$ cat src/verilog/ccs_pkg.sv
package ccs_pkg;

  localparam int CLK_PERIOD_NS      = 10;
  localparam int RECHG_DEGLITCH_US  = 100;
  localparam int RECHG_DG_CYCLES    = (RECHG_DEGLITCH_US * 1000 + CLK_PERIOD_NS - 1) / CLK_PERIOD_NS;
  localparam int ALERT_WIDTH_NS     = 1000;
  localparam int ALERT_CYCLES       = ALERT_WIDTH_NS / CLK_PERIOD_NS;
  localparam int BLINK_HALF_MS      = 500;
  localparam int BLINK_CYCLES       = BLINK_HALF_MS * 1000000 / CLK_PERIOD_NS;
  localparam int TICK_MS            = 1000;
  localparam int TICK_CYCLES        = TICK_MS * 100000;

  localparam logic [4:0] ADDR_CTRL    = 5'h00;
  localparam logic [4:0] ADDR_STATUS  = 5'h04;
  localparam logic [4:0] ADDR_CURRENT = 5'h08;
  localparam logic [4:0] ADDR_TERM    = 5'h0C;
  localparam logic [4:0] ADDR_VREG    = 5'h10;

  localparam int CTRL_EN_BIT      = 0;
  localparam int CTRL_TERM_BIT    = 1;
  localparam int CTRL_IND_OFF_BIT = 2;
  localparam int CTRL_FLOOR_BIT   = 3;
  localparam int CTRL_HALF_BIT    = 4;
  localparam int CTRL_MASK_BIT    = 5;
  localparam int CTRL_RESTORE_BIT = 6;
  localparam int CTRL_RECHG_LSB   = 8;
  localparam int CTRL_TOPOFF_LSB  = 10;

  localparam logic [31:0] CTRL_RESET    = 32'h0000_0113;
  localparam logic [31:0] CURRENT_RESET = 32'h07D0_0078;
  localparam logic [31:0] TERM_RESET    = 32'h020C_00C8;
  localparam logic [31:0] VREG_RESET   = 32'h00B4_20D0;

  localparam logic [15:0] TRICKLE_MA       = 16'h0064;
  localparam logic [15:0] TRICKLE_EXIT_MV  = 16'h0898;
  localparam logic [15:0] RECHG_STEP_MV    = 16'h0064;

  typedef enum logic [2:0] {
    PH_IDLE    = 3'b000,
    PH_TRICKLE = 3'b001,
    PH_PRE     = 3'b010,
    PH_FAST    = 3'b011,
    PH_TAPER   = 3'b100,
    PH_TOPOFF  = 3'b110,
    PH_DONE    = 3'b111
  } ccs_phase_t;

  typedef struct packed {
    logic vbus_present;
    logic ce_n;
    logic vbat_below_recharge;
    logic vbat_below_trickle_exit;
    logic vbat_below_precharge_exit;
    logic vbat_at_reg;
    logic ibat_below_term;
    logic vsys_below_vbat;
    logic vbat_below_depletion;
    logic vin_loop;
    logic iin_loop;
    logic thermal_loop;
    logic ts_fault;
    logic timer_fault;
  } ccs_pins_t;

  localparam int              PINS_W     = 14;
  localparam logic [13:0]     PINS_RESET = 14'h1000;

  typedef struct packed {
    logic [15:0] current_ma;
    logic [15:0] trickle_exit_mv;
    logic [15:0] precharge_exit_mv;
    logic [15:0] recharge_mv;
    logic [15:0] term_ma;
    logic [7:0]  fast_tmr_h;
    logic [7:0]  pre_tmr_h;
    logic        battery_switch;
    logic        half_rate;
    logic        timer_suspend;
    logic        sys_floor_active;
  } ccs_out_t;

  function automatic logic [11:0] ccs_topoff_secs(input logic [1:0] code);
    case (code)
      2'b01:   ccs_topoff_secs = 12'h384;
      2'b10:   ccs_topoff_secs = 12'h708;
      2'b11:   ccs_topoff_secs = 12'hA8C;
      default: ccs_topoff_secs = 12'h000;
    endcase
  endfunction

endpackage

$ cat src/verilog/ccs_charge_cycle_sequencer.sv
`timescale 1ns/100ps
module ccs_charge_cycle_sequencer import ccs_pkg::*; #(
  parameter int unsigned DG_CYCLES    = RECHG_DG_CYCLES,
  parameter int unsigned BLINK_HALF   = BLINK_CYCLES,
  parameter int unsigned TICK_PERIOD  = TICK_CYCLES
) (
  input  wire logic        clk,
  input  wire logic        rstn,
  input  wire logic [4:0]  avs_address,
  input  wire logic        avs_read,
  input  wire logic        avs_write,
  input  wire logic [31:0] avs_writedata,
  input  wire logic [3:0]  avs_byteenable,
  output      logic [31:0] avs_readdata,
  output      logic        avs_waitrequest,
  input  wire ccs_pins_t   pins_in,
  output      ccs_phase_t  charge_phase_code,
  output      ccs_out_t    ctl,
  output      logic        alert_n,
  output      logic        stat_out,
  output      logic        stat_oe_n
);

  logic [PINS_W-1:0] s1, s2, s3, pin_v;
  ccs_pins_t         pin;
  logic [31:0]       ctrl, cur_reg, term_reg, vreg_reg;
  logic [31:0]       dg_cnt, blink_cnt, tick_cnt;
  logic [11:0]       topoff_secs;
  logic [1:0]        topoff_sel;
  logic [7:0]        alert_cnt;
  ccs_phase_t        phase, phase_q, next_phase;
  logic              en, en_q, en_rise, below_dg, restart_req, fault, loop_active;
  logic              charging, start_ok, term_ok, stop, wr_ok, restore;
  logic              supp, half_tgl, blink, topoff_expire, topoff_step;
  logic [23:0]       pre_prod;
  logic [31:0]       rd_mux;

  function automatic logic [31:0] merge(input logic [31:0] old, input logic [31:0] wd, input logic [3:0] be);
    logic [31:0] r;
    r = old;
    for (int i = 0; i < 4; i++) begin
      if (be[i]) begin
        r[i*8 +: 8] = wd[i*8 +: 8];
      end
    end
    merge = r;
  endfunction

  function automatic ccs_phase_t pick(input ccs_pins_t p);
    if (p.vbat_below_trickle_exit) begin
      pick = PH_TRICKLE;
    end else if (p.vbat_below_precharge_exit) begin
      pick = PH_PRE;
    end else begin
      pick = PH_FAST;
    end
  endfunction

  // three-stage synchroniser; a change is accepted once stages two and three agree
  always_ff @(posedge clk) begin
    if (!rstn) begin
      s1    <= PINS_RESET;
      s2    <= PINS_RESET;
      s3    <= PINS_RESET;
      pin_v <= PINS_RESET;
    end else begin
      s1    <= pins_in;
      s2    <= s1;
      s3    <= s2;
      pin_v <= (s2 & s3) | (pin_v & (s2 ^ s3));
    end
  end
  assign pin = ccs_pins_t'(pin_v);

  // bus slave: one wait cycle, then waitrequest low for exactly one edge
  assign wr_ok   = avs_write && !avs_waitrequest;
  assign restore = wr_ok && avs_address == ADDR_CTRL && avs_byteenable[0] && avs_writedata[CTRL_RESTORE_BIT];

  always_ff @(posedge clk) begin
    if (!rstn) begin
      avs_waitrequest <= 1'b1;
    end else if ((avs_read || avs_write) && avs_waitrequest) begin
      avs_waitrequest <= 1'b0;
    end else begin
      avs_waitrequest <= 1'b1;
    end
  end

  always_comb begin
    if (avs_address == ADDR_CTRL) begin
      rd_mux = ctrl;
    end else if (avs_address == ADDR_STATUS) begin
      rd_mux = {21'h000000, fault, ctl.sys_floor_active, ctl.timer_suspend, ctl.half_rate, supp,
                ctl.battery_switch, pin.iin_loop, pin.vin_loop, phase};
    end else if (avs_address == ADDR_CURRENT) begin
      rd_mux = cur_reg;
    end else if (avs_address == ADDR_TERM) begin
      rd_mux = term_reg;
    end else if (avs_address == ADDR_VREG) begin
      rd_mux = vreg_reg;
    end else begin
      rd_mux = 32'h0000_0000;
    end
  end

  always_ff @(posedge clk) begin
    if (!rstn) begin
      avs_readdata <= 32'h0000_0000;
    end else if (avs_read && avs_waitrequest) begin
      avs_readdata <= rd_mux;
    end
  end

  // restore bit is self-clearing and returns every setting to its power-on value
  always_ff @(posedge clk) begin
    if (!rstn || restore) begin
      ctrl     <= CTRL_RESET;
      cur_reg  <= CURRENT_RESET;
      term_reg <= TERM_RESET;
      vreg_reg <= VREG_RESET;
    end else if (wr_ok) begin
      if (avs_address == ADDR_CTRL) begin
        ctrl <= merge(ctrl, avs_writedata, avs_byteenable) & ~(32'h1 << CTRL_RESTORE_BIT);
      end else if (avs_address == ADDR_CURRENT) begin
        cur_reg <= merge(cur_reg, avs_writedata, avs_byteenable);
      end else if (avs_address == ADDR_TERM) begin
        term_reg <= merge(term_reg, avs_writedata, avs_byteenable);
      end else if (avs_address == ADDR_VREG) begin
        vreg_reg <= merge(vreg_reg, avs_writedata, avs_byteenable);
      end
    end
  end

  assign en          = ctrl[CTRL_EN_BIT] && !pin.ce_n;
  assign en_rise     = en && !en_q;
  assign fault       = pin.ts_fault || pin.timer_fault;
  assign loop_active = pin.vin_loop || pin.iin_loop || pin.thermal_loop;
  assign charging    = phase == PH_TRICKLE || phase == PH_PRE || phase == PH_FAST || phase == PH_TAPER;
  assign below_dg    = dg_cnt == 32'(DG_CYCLES);
  assign stop        = !pin.vbus_present || !en || fault;
  assign start_ok    = pin.vbus_present && en && !fault && (below_dg || restart_req);
  // allow bit is read only while the cycle is still before termination
  assign term_ok     = pin.ibat_below_term && !pin.vbat_below_recharge && !loop_active
                       && ctrl[CTRL_TERM_BIT];

  always_ff @(posedge clk) begin
    if (!rstn) begin
      en_q <= 1'b0;
    end else begin
      en_q <= en;
    end
  end

  always_ff @(posedge clk) begin
    if (!rstn || !pin.vbat_below_recharge) begin
      dg_cnt <= 32'h0000_0000;
    end else if (!below_dg) begin
      dg_cnt <= dg_cnt + 32'h0000_0001;
    end
  end

  // an enable toggle restarts even a full battery
  always_ff @(posedge clk) begin
    if (!rstn) begin
      restart_req <= 1'b0;
    end else if (en_rise) begin
      restart_req <= 1'b1;
    end else if (charging) begin
      restart_req <= 1'b0;
    end
  end

  always_comb begin
    next_phase = phase;
    case (phase)
      PH_IDLE, PH_DONE: begin
        if (start_ok) begin
          next_phase = pick(pin);
        end
      end
      PH_TRICKLE, PH_PRE: begin
        next_phase = pick(pin);
      end
      PH_FAST: begin
        next_phase = pin.vbat_at_reg ? PH_TAPER : pick(pin);
      end
      PH_TAPER: begin
        if (term_ok) begin
          next_phase = (ctrl[CTRL_TOPOFF_LSB +: 2] != 2'b00) ? PH_TOPOFF : PH_DONE;
        end
      end
      PH_TOPOFF: begin
        if (topoff_expire) begin
          next_phase = PH_DONE;
        end
      end
      default: begin
        next_phase = PH_IDLE;
      end
    endcase
    if (stop && phase != PH_IDLE) begin
      next_phase = PH_IDLE;
    end
  end

  always_ff @(posedge clk) begin
    if (!rstn) begin
      phase   <= PH_IDLE;
      phase_q <= PH_IDLE;
    end else begin
      phase   <= next_phase;
      phase_q <= phase;
    end
  end
  assign charge_phase_code = phase;

  always_ff @(posedge clk) begin
    if (!rstn || restore) begin
      topoff_sel <= 2'b00;
    end else if (phase == PH_TAPER && next_phase != PH_TAPER && next_phase != PH_IDLE) begin
      topoff_sel <= ctrl[CTRL_TOPOFF_LSB +: 2];
    end
  end

  // top-off clock stalls with the safety timer and steps every other cycle at half rate
  assign topoff_step   = !ctl.timer_suspend && (!ctl.half_rate || half_tgl);
  assign topoff_expire = topoff_secs >= ccs_topoff_secs(topoff_sel);

  always_ff @(posedge clk) begin
    if (!rstn) begin
      half_tgl <= 1'b0;
    end else begin
      half_tgl <= !half_tgl;
    end
  end

  always_ff @(posedge clk) begin
    if (!rstn || restore || en_rise || (phase != PH_TOPOFF && next_phase == PH_TOPOFF)) begin
      tick_cnt    <= 32'h0000_0000;
      topoff_secs <= 12'h000;
    end else if (phase == PH_TOPOFF && topoff_step) begin
      if (tick_cnt == 32'(TICK_PERIOD - 1)) begin
        tick_cnt    <= 32'h0000_0000;
        topoff_secs <= topoff_secs + 12'h001;
      end else begin
        tick_cnt <= tick_cnt + 32'h0000_0001;
      end
    end
  end

  always_ff @(posedge clk) begin
    if (!rstn) begin
      supp <= 1'b0;
    end else if (pin.vbat_below_depletion) begin
      supp <= 1'b0;
    end else if (pin.vsys_below_vbat) begin
      supp <= 1'b1;
    end
  end

  assign pre_prod = 24'(vreg_reg[15:0]) * 24'(vreg_reg[23:16]);

  always_ff @(posedge clk) begin
    if (!rstn) begin
      ctl <= '0;
    end else begin
      case (phase)
        PH_TRICKLE: ctl.current_ma <= TRICKLE_MA;
        PH_PRE:     ctl.current_ma <= cur_reg[15:0];
        PH_FAST, PH_TAPER, PH_TOPOFF: ctl.current_ma <= cur_reg[31:16];
        default:    ctl.current_ma <= 16'h0000;
      endcase
      ctl.trickle_exit_mv   <= TRICKLE_EXIT_MV;
      ctl.precharge_exit_mv <= pre_prod[23:8];
      ctl.recharge_mv       <= vreg_reg[15:0]
                               - 16'(RECHG_STEP_MV * ({14'h0000, ctrl[CTRL_RECHG_LSB +: 2]} + 16'h0001));
      ctl.term_ma           <= term_reg[15:0];
      ctl.fast_tmr_h        <= term_reg[23:16];
      ctl.pre_tmr_h         <= term_reg[31:24];
      ctl.battery_switch    <= charging || phase == PH_TOPOFF || supp;
      ctl.timer_suspend     <= fault || supp;
      ctl.sys_floor_active  <= !ctrl[CTRL_FLOOR_BIT] || phase == PH_TRICKLE;
      // once in half rate, stay there until regulation ends even if the enable drops
      if (!loop_active) begin
        ctl.half_rate <= 1'b0;
      end else if ((charging || phase == PH_TOPOFF) && ctrl[CTRL_HALF_BIT]) begin
        ctl.half_rate <= 1'b1;
      end
    end
  end

  always_ff @(posedge clk) begin
    if (!rstn) begin
      alert_n   <= 1'b1;
      alert_cnt <= 8'h00;
    end else if (phase != phase_q && !ctrl[CTRL_MASK_BIT]) begin
      alert_n   <= 1'b0;
      alert_cnt <= 8'(ALERT_CYCLES - 1);
    end else if (alert_cnt != 8'h00) begin
      alert_cnt <= alert_cnt - 8'h01;
    end else begin
      alert_n <= 1'b1;
    end
  end

  always_ff @(posedge clk) begin
    if (!rstn || blink_cnt == 32'(BLINK_HALF - 1)) begin
      blink_cnt <= 32'h0000_0000;
    end else begin
      blink_cnt <= blink_cnt + 32'h0000_0001;
    end
  end

  always_ff @(posedge clk) begin
    if (!rstn) begin
      blink <= 1'b0;
    end else if (blink_cnt == 32'(BLINK_HALF - 1)) begin
      blink <= !blink;
    end
  end

  // open-drain indicator: driving low is the lit state
  always_ff @(posedge clk) begin
    if (!rstn) begin
      stat_out  <= 1'b0;
      stat_oe_n <= 1'b1;
    end else if (ctrl[CTRL_IND_OFF_BIT]) begin
      stat_oe_n <= 1'b1;
    end else if (fault && pin.vbus_present && en) begin
      stat_oe_n <= blink;
    end else begin
      stat_oe_n <= !(charging || phase == PH_TOPOFF);
    end
  end
endmodule

$ cat config.mk
export PLATFORM = sky130hd
export DESIGN_NAME = ccs_charge_cycle_sequencer
export DESIGN_NICKNAME = d
export VERILOG_FILES = /design/src/verilog/ccs_pkg.sv /design/src/verilog/ccs_charge_cycle_sequencer.sv
export SDC_FILE = /design/constraint.sdc
export NUM_CORES = 1
export LEC_CHECK = 0
export CORE_MARGIN = 5
export CORE_UTILIZATION = 60
export CTS_BUF_LIST = sky130_fd_sc_hd__clkbuf_16
export CTS_CLUSTER_DIAMETER = 200
export DETAILED_ROUTE_END_ITERATION = 16
export DONT_BUFFER_PORTS = 1
export PLACE_DENSITY = 0.86
export SYNTH_ARGS = -nofsm -noshare
export SYNTH_HDL_FRONTEND = slang
export SYNTH_SLANG_ARGS = --single-unit
$ cat constraint.sdc
create_clock -name clk -period 6 [get_ports clk]
set_input_delay 0.3 -clock clk [delete_from_list [all_inputs] [get_ports clk]]
set_output_delay 0.3 -clock clk [all_outputs]
set_load 0.02 [all_outputs]
==> metrics.json, run 1 <==
{
  "route": {
    "starting_drt_drc_count": 1388,
    "detail-route-antenna-nets": 0,
    "routed_wirelength_mm": 56.7,
    "routed_via_density": 5.92,
    "dr_total_vias": 16915,
    "dr.pass1.iters": 8,
    "detail_route.wl_per_cell_um": 19.8,
    "drc": 0
  },
  "clock_tree": {
    "clock_tree.buffer_depth": 3,
    "numCtsBuffers": 44,
    "post_cts_resized": 0,
    "cts.root.buffer_cell": "clkbuf_16",
    "cts.sinks": 432,
    "cts_tree": "done",
    "post_cts_buffers": 0,
    "cts_max_level": 2,
    "clock_latency_ns": 0.58,
    "cts_hold_repair.buffers": 52,
    "clk_pin_slew_ns": 0.06
  },
  "grt": {
    "overflow": 0,
    "grt_pass1_vias": 16684,
    "wire_length_of_the_first_global_routing_pass_mm": 89.8,
    "largest_net_degree_at_the_start_of_global_routing": 127,
    "initial_antenna_violation_count": 5,
    "grtUsageTotal_pct": 28.2
  },
  "synth": {
    "number_of_flip_flops_and_latches_in_the_synthesized_netlist": 432,
    "synth_area_per_cell_um2": 9.05,
    "biggest_area_contributors_in_the_synthesized_netlist": "dfxtp_1, fa_1, and2_1, ha_1, nor2_1",
    "synth_ff_type": "dfxtp_1",
    "yosys_top_cell_area_share_pct": 40.4,
    "synth_cell_types": 80,
    "synth_async_sr_flop_share_pct": 0,
    "mappedNetlistArea_mm2": 0.0214,
    "number_of_flops_mapped_to_enable_cells_by_yosys": 0,
    "synth.yosys.seq_area_share_pct": 40.4,
    "synth_top_cell_by_area": "dfxtp_1",
    "yosys_warnings": 0,
    "synth_cells": 2367
  },
  "die": {
    "floorplan.die_area_mm2": 0.0396,
    "num_rows": 69,
    "boundaryPins": 198,
    "core_region_area_mm2": 0.0354,
    "initial_core_util_pct": 60.5,
    "chipHeight_um": 199,
    "die_w_um": 199
  },
  "cells_and_area": {
    "filler_cell_count": 2687,
    "final_cell_count_no_fill": 2858,
    "post_route_cells_drive_above_1_share_pct": 5.30,
    "area_of_the_multi_input_gates_mm2": 0.0118,
    "largest_reg_flops": 85,
    "seq_area_mm2": 0.00865,
    "number_of_nets_in_the_finished_design": 2594,
    "max_flop_register": "ctl",
    "area_delta_synth_final_pct": 9.94
  },
  "timing": {
    "timing.clock.skew_ns": 0.0155,
    "slew_at_the_pin_closest_to_its_max_slew_limit_ns": 1.25,
    "highest_clock_frequency_the_design_can_meet_mhz": 189,
    "report.final.slew_viol_count": 0,
    "totalNegativeSetupSlack_ns": 0,
    "finalHoldViolations": 0,
    "post-route-min-period_ns": 5.29,
    "setup_repair_after_global_routing_missed_its_margin": "false",
    "timing.final.setup_violations": 0,
    "final_min_period_over_clock_period_pct": 88.2,
    "timing.slew.headroom_pct": 16.5
  },
  "placement": {
    "io_buffer_count": 0,
    "numPlacedInstances": 2728,
    "hpwl_mm": 39.8,
    "gp_routability_congestion": 0.934
  },
  "min_path": {
    "min_from": "avs_address[3]",
    "hold_path_class": "primary input to flop",
    "worst_hold_path.endpoint": "avs_readdata[10]$_SDFFE_PN0P_",
    "hold-path-cell-count": 3
  },
  "pwr": {
    "power_per_cell_area_mw_per_mm2": 257,
    "ir_drop_v": 0.000241,
    "power_leakage_nw": 10.1
  },
  "worst_setup_path": {
    "ff2ff_path_depth": 15,
    "worstReg2RegStart": "vreg_reg[22]$_SDFFE_PP0P_",
    "start_kind": "flop",
    "critPathRequiredTime_ns": 6.51,
    "critPathKind": "flop to flop",
    "reg2reg_to": "ctl[66]$_SDFF_PN0_",
    "critical_path.max_fanout": 18,
    "setup.reg_to_reg.worst_slack_ns": 0.71,
    "cp_data_arrival_time_ns": 5.80,
    "setup.worst_path.end_class": "flop"
  },
  "flow_run": {
    "max_cap_violations": 0
  },
  "run_status": {
    "status": "completed"
  }
}
## where the power goes
group / leakage, nW / switching (mW) / internal (mW) / total, mW
logic: 5.91 / 0.216 / 0.131 / 0.348
registers: 3.50 / 0.0799 / 2.93 / 3.01
clock network: 0.725 / 1.15 / 1.56 / 2.70
## logic make-up after synthesis
group	count (synthesis)	share of synthesized area [%]
adder cells (fa/ha/maj)	170	12.9
multiplexers	96	4.49
AO/OA/AOI/OAI	342	10.0
buffers and inverters	249	4.85
other	1	0.0175
XOR/XNOR	116	4.74
AND/OR/NAND/NOR	961	22.6
flip-flops	432	40.4
## per-layer routing
metal / global-route usage, % / share of wire, % / vias up / wire (um)
met5: 0 / 0.097 / - / 55
met4: 12.7 / 4.9 / 8 / 2760
met3: 7.50 / 8.9 / 171 / 5050
met2: 45.5 / 47 / 720 / 26400
met1: 35.8 / 40 / 8152 / 22400
li1: - / - / 7864 / -
## cells in the mapped netlist, types with 7 or more instances
| cell type | instances |
|---|---|
| a21o_1 | 14 |
| a21oi_1 | 132 |
| a22o_1 | 25 |
| a22oi_1 | 22 |
| a31oi_1 | 8 |
| and2_1 | 182 |
| and3_1 | 28 |
| and4_1 | 8 |
| buf_1 | 9 |
| buf_2 | 10 |
| buf_4 | 19 |
| clkbuf_1 | 84 |
| dfxtp_1 | 432 |
| fa_1 | 84 |
| ha_1 | 86 |
| inv_1 | 124 |
| mux2i_1 | 96 |
| nand2_1 | 209 |
| nand2b_1 | 41 |
| nand3_1 | 58 |
| nand4_1 | 32 |
| nor2_1 | 285 |
| nor2_2 | 11 |
| nor2b_1 | 9 |
| nor3_1 | 21 |
| nor4_1 | 11 |
| o21ai_0 | 84 |
| o221ai_1 | 7 |
| or3_1 | 21 |
| xnor2_1 | 47 |
| xor2_1 | 69 |
## layout make-up
type,count,area share (%)
Tap cell,461,2.45
Multi-Input combinational cell,1698,50.1
Antenna cell,2,0.0213
Sequential cell,432,36.7
Clock buffer,44,4.68
Timing Repair Buffer,65,2.70
Clock inverter,32,1.31
Inverter,124,1.98
## stage by stage
step / hold slack [ns] / worst slack, ns / cell area, um^2 / power, mW / util (%)
global placement: 0.334 / 0.911 / 21600 / 3.34 / 61.0
finish: 0.0524 / 0.709 / 23500 / 6.06 / 66.5
detailed placement: 0.334 / 0.758 / 21600 / 3.35 / 61.0
CTS: 0.0263 / 0.762 / 23500 / 6.10 / 66.5
floorplan: 0.328 / 1.27 / 21500 / 3.30 / -
global route: 0.0699 / 0.495 / 23500 / 6.27 / 66.5
## cells in the final DEF (no fill, tap or decap), drive strengths merged, types with 60 or more instances in the layout
cell / instances
xor2: 69
dfxtp: 432
and2: 184
mux2i: 96
nor2: 297
nand3: 60
o21ai: 88
nand2: 209
inv: 134
ha: 86
a21oi: 132
fa: 84
## critical path, cell delays in order, from the launching register on
cell and delay [ns]:
dfxtp_1 0.74, and2_1 0.25, fa_1 0.45, fa_1 0.52, fa_1 0.56, inv_1 0.06, fa_1 0.53, inv_1 0.04
ha_1 0.36, and3_1 0.23, and3_1 0.18, a211oi_1 0.30, o21ai_1 0.24, a211o_1 0.36, a21oi_1 0.19, mux2i_1 0.20
## worst max path at each step
stage               depth (start not counted)            endpoint                 startpoint  slack [ns]
floorplan                                  15  ctl[67]$_SDFF_PN0_  vreg_reg[21]$_SDFFE_PP1P_        1.27
global placement                           15  ctl[66]$_SDFF_PN0_  vreg_reg[22]$_SDFFE_PP0P_        0.91
detailed placement                         15  ctl[66]$_SDFF_PN0_  vreg_reg[22]$_SDFFE_PP0P_        0.76
CTS                                        15  ctl[66]$_SDFF_PN0_  vreg_reg[22]$_SDFFE_PP0P_        0.76
global route                               15  ctl[66]$_SDFF_PN0_  vreg_reg[22]$_SDFFE_PP0P_        0.50
finish                                     15  ctl[66]$_SDFF_PN0_  vreg_reg[22]$_SDFFE_PP0P_        0.71
(Power assumes the default switching activity.)
==> inputs of run 2 (changes only) <==
CTS_BUF_LIST = unset   (was sky130_fd_sc_hd__clkbuf_16)
==> run 2 against run 1 <==
Compared with the run above: utilization rose by 0.11 points; flip-flop and latch count did not move; fmax rose by 0.14%; register-to-register slack barely moved; clock skew rose by 0.0040 ns; worst setup slack improved by 0.0074 ns; routed wire length rose by 0.12%; combinational power barely moved; via count barely moved; sequential share of layout area fell by 0.062 points; final cell count did not move; critical path type unchanged.
==> metrics.json, run 2 (synthesis results as in run 1) <==
{
  "timing": {
    "finalHoldViolations": 0,
    "totalNegativeSetupSlack_ns": 0,
    "post-route-min-period_ns": 5.28,
    "setup_repair_after_global_routing_missed_its_margin": "false",
    "slew_at_the_pin_closest_to_its_max_slew_limit_ns": 1.21,
    "timing.clock.skew_ns": 0.0195,
    "timing.final.setup_violations": 0,
    "report.final.slew_viol_count": 0,
    "final_min_period_over_clock_period_pct": 88.1,
    "timing.slew.headroom_pct": 19.7,
    "worst_hold_slack_ns": 0.0429,
    "highest_clock_frequency_the_design_can_meet_mhz": 189
  },
  "clock_tree": {
    "clk_pin_slew_ns": 0.06,
    "cts.sinks": 432,
    "cts_max_level": 2,
    "clock_tree.buffer_depth": 3,
    "cts.root.buffer_cell": "clkbuf_16",
    "numCtsBuffers": 44,
    "clock_latency_ns": 0.59,
    "post_cts_resized": 0,
    "cts_tree": "done"
  },
  "route": {
    "routed_wirelength_mm": 56.7,
    "dr_total_vias": 16930,
    "dr.pass1.iters": 6,
    "detail_route.wl_per_cell_um": 19.9,
    "detail-route-antenna-nets": 0,
    "starting_drt_drc_count": 1401,
    "routed_via_density": 5.92,
    "drc": 0
  },
  "cells_and_area": {
    "number_of_nets_in_the_finished_design": 2594,
    "area_delta_synth_final_pct": 10.1,
    "layout.cells.most_common_list": "dfxtp_1, nor2_1, nand2_1",
    "filler_cell_count": 2678,
    "post_route_cells_drive_above_1_share_pct": 5.47,
    "layout_commonest_cell": "dfxtp_1",
    "max_flop_register": "ctl",
    "area_of_the_multi_input_gates_mm2": 0.0118,
    "largest_reg_flops": 85,
    "seq_area_mm2": 0.00865
  },
  "flow_run": {
    "max_cap_violations": 0
  },
  "worst_setup_path": {
    "cp_data_arrival_time_ns": 5.80,
    "cp_cell_sequence": "and2_1 -> fa_1 -> fa_1 -> fa_1 -> inv_1 -> fa_1 -> inv_1 -> ha_1 -> and3_1 -> and3_1 -> a211oi_1 -> o21ai_1 -> a211o_1 -> a21oi_1 -> mux2i_1",
    "start_kind": "flop",
    "critical_path.max_fanout": 18,
    "worst_path_most_repeated_cell": "fa_1",
    "cpMaxStageDelayCell": "dfxtp_1",
    "critical_path_buf_inv_count": 2,
    "setup.worst_path.end_class": "flop",
    "cp_top_family": "adder cells",
    "cp_slowest_stage_delay_ns": 0.73,
    "critPathRequiredTime_ns": 6.51,
    "critPathKind": "flop to flop"
  },
  "grt": {
    "grtUsageTotal_pct": 28.4,
    "wire_length_of_the_first_global_routing_pass_mm": 90.3,
    "grt_pass1_vias": 16792,
    "initial_antenna_violation_count": 5,
    "overflow": 0,
    "largest_net_degree_at_the_start_of_global_routing": 127
  },
  "pwr": {
    "switching_power_mw": 1.45,
    "power_per_cell_area_mw_per_mm2": 260,
    "clockPowerShare_pct": 45.2,
    "ir_drop_v": 0.000262,
    "total_power_mw": 6.13,
    "power_leakage_nw": 10.1,
    "intPower_mw": 4.68,
    "comb_power_share_pct": 5.7,
    "fraction_of_power_consumed_by_sequential_logic_pct": 49.1,
    "power.share.switching_pct": 23.6
  },
  "die": {
    "initial_core_util_pct": 60.5,
    "boundaryPins": 198,
    "core_region_area_mm2": 0.0354,
    "floorplan.die_area_mm2": 0.0396,
    "num_rows": 69,
    "chipHeight_um": 199,
    "die_w_um": 199
  },
  "placement": {
    "io_buffer_count": 0,
    "gp_routability_congestion": 0.934,
    "hpwl_mm": 39.8
  },
  "run_status": {
    "status": "completed"
  },
  "min_path": {
    "hold_path_class": "primary input to flop"
  }
}
-- run 2: cell count changes in the layout (fill, tap and decap cells not counted) --
cell,previous run,this run
clkbuf_8,0,4
inv_1,130,123
clkbuf_1,0,7
clkinv_1,4,0
-- run 2: stage by stage --
| step | std cells | setup WS (ns) | cell area [um^2] | util (%) |
|---|---|---|---|---|
| after CTS | 2856 | 0.759 | 23600 | 66.6 |
| final | 2858 | 0.716 | 23600 | 66.6 |
| after detailed placement | 2728 | 0.758 | 21600 | 61.0 |
| after global routing | 2857 | 0.488 | 23600 | 66.6 |
| after global placement | 2728 | 0.911 | 21600 | 61.0 |
| after floorplan | 2379 | 1.27 | 21500 | - |
-- run 2: cell type report --
| class | instances | area share, % |
|---|---|---|
| multi-input cells | 1698 | 50.1 |
| flip-flops and latches | 432 | 36.7 |
| clock buffers | 55 | 5.01 |
| clock inverters | 21 | 1.13 |
| diodes | 2 | 0.0212 |
| inverters | 124 | 1.97 |
| repair buffers | 65 | 2.69 |
| well taps | 461 | 2.45 |
-- run 2: what timing repair did --
item                                   CTS  global route
setup buffers                            0             0
hold buffers                            52             0
endpoints found under the hold margin  247             0
-- run 2: tightest hold or removal path, stage by stage --
cell      delay, ns
nor3_1         0.09
o211ai_1       0.11
a31oi_1        0.08
-- run 2: layer usage --
layer	global-route usage, %	share of wire [%]
met1	36.2	40
met2	45.8	46
met3	7.35	9.0
met4	12.8	4.9
met5	0	0.097
-- run 2: final timing paths --
check	startpoint	end	slack, ns	cells past startpoint
max reg2reg	vreg_reg[22]$_SDFFE_PP0P_	ctl[66]$_SDFF_PN0_	0.72	15
min reg2reg	s1[12]$_SDFF_PN1_	s2[12]$_SDFF_PN1_	0.41	1
max	vreg_reg[22]$_SDFFE_PP0P_	ctl[66]$_SDFF_PN0_	0.72	15
min	avs_address[3]	avs_readdata[10]$_SDFFE_PN0P_	0.04	3
-- run 2: power by group through the flow --
stage	combinational [mW]	sequential (mW)	clock, mW
after global placement	0.270	3.07	0
final	0.348	3.01	2.77
after CTS	0.343	3.01	2.81
after global routing	0.384	3.01	2.94
after detailed placement	0.283	3.07	0
after floorplan	0.251	3.05	0
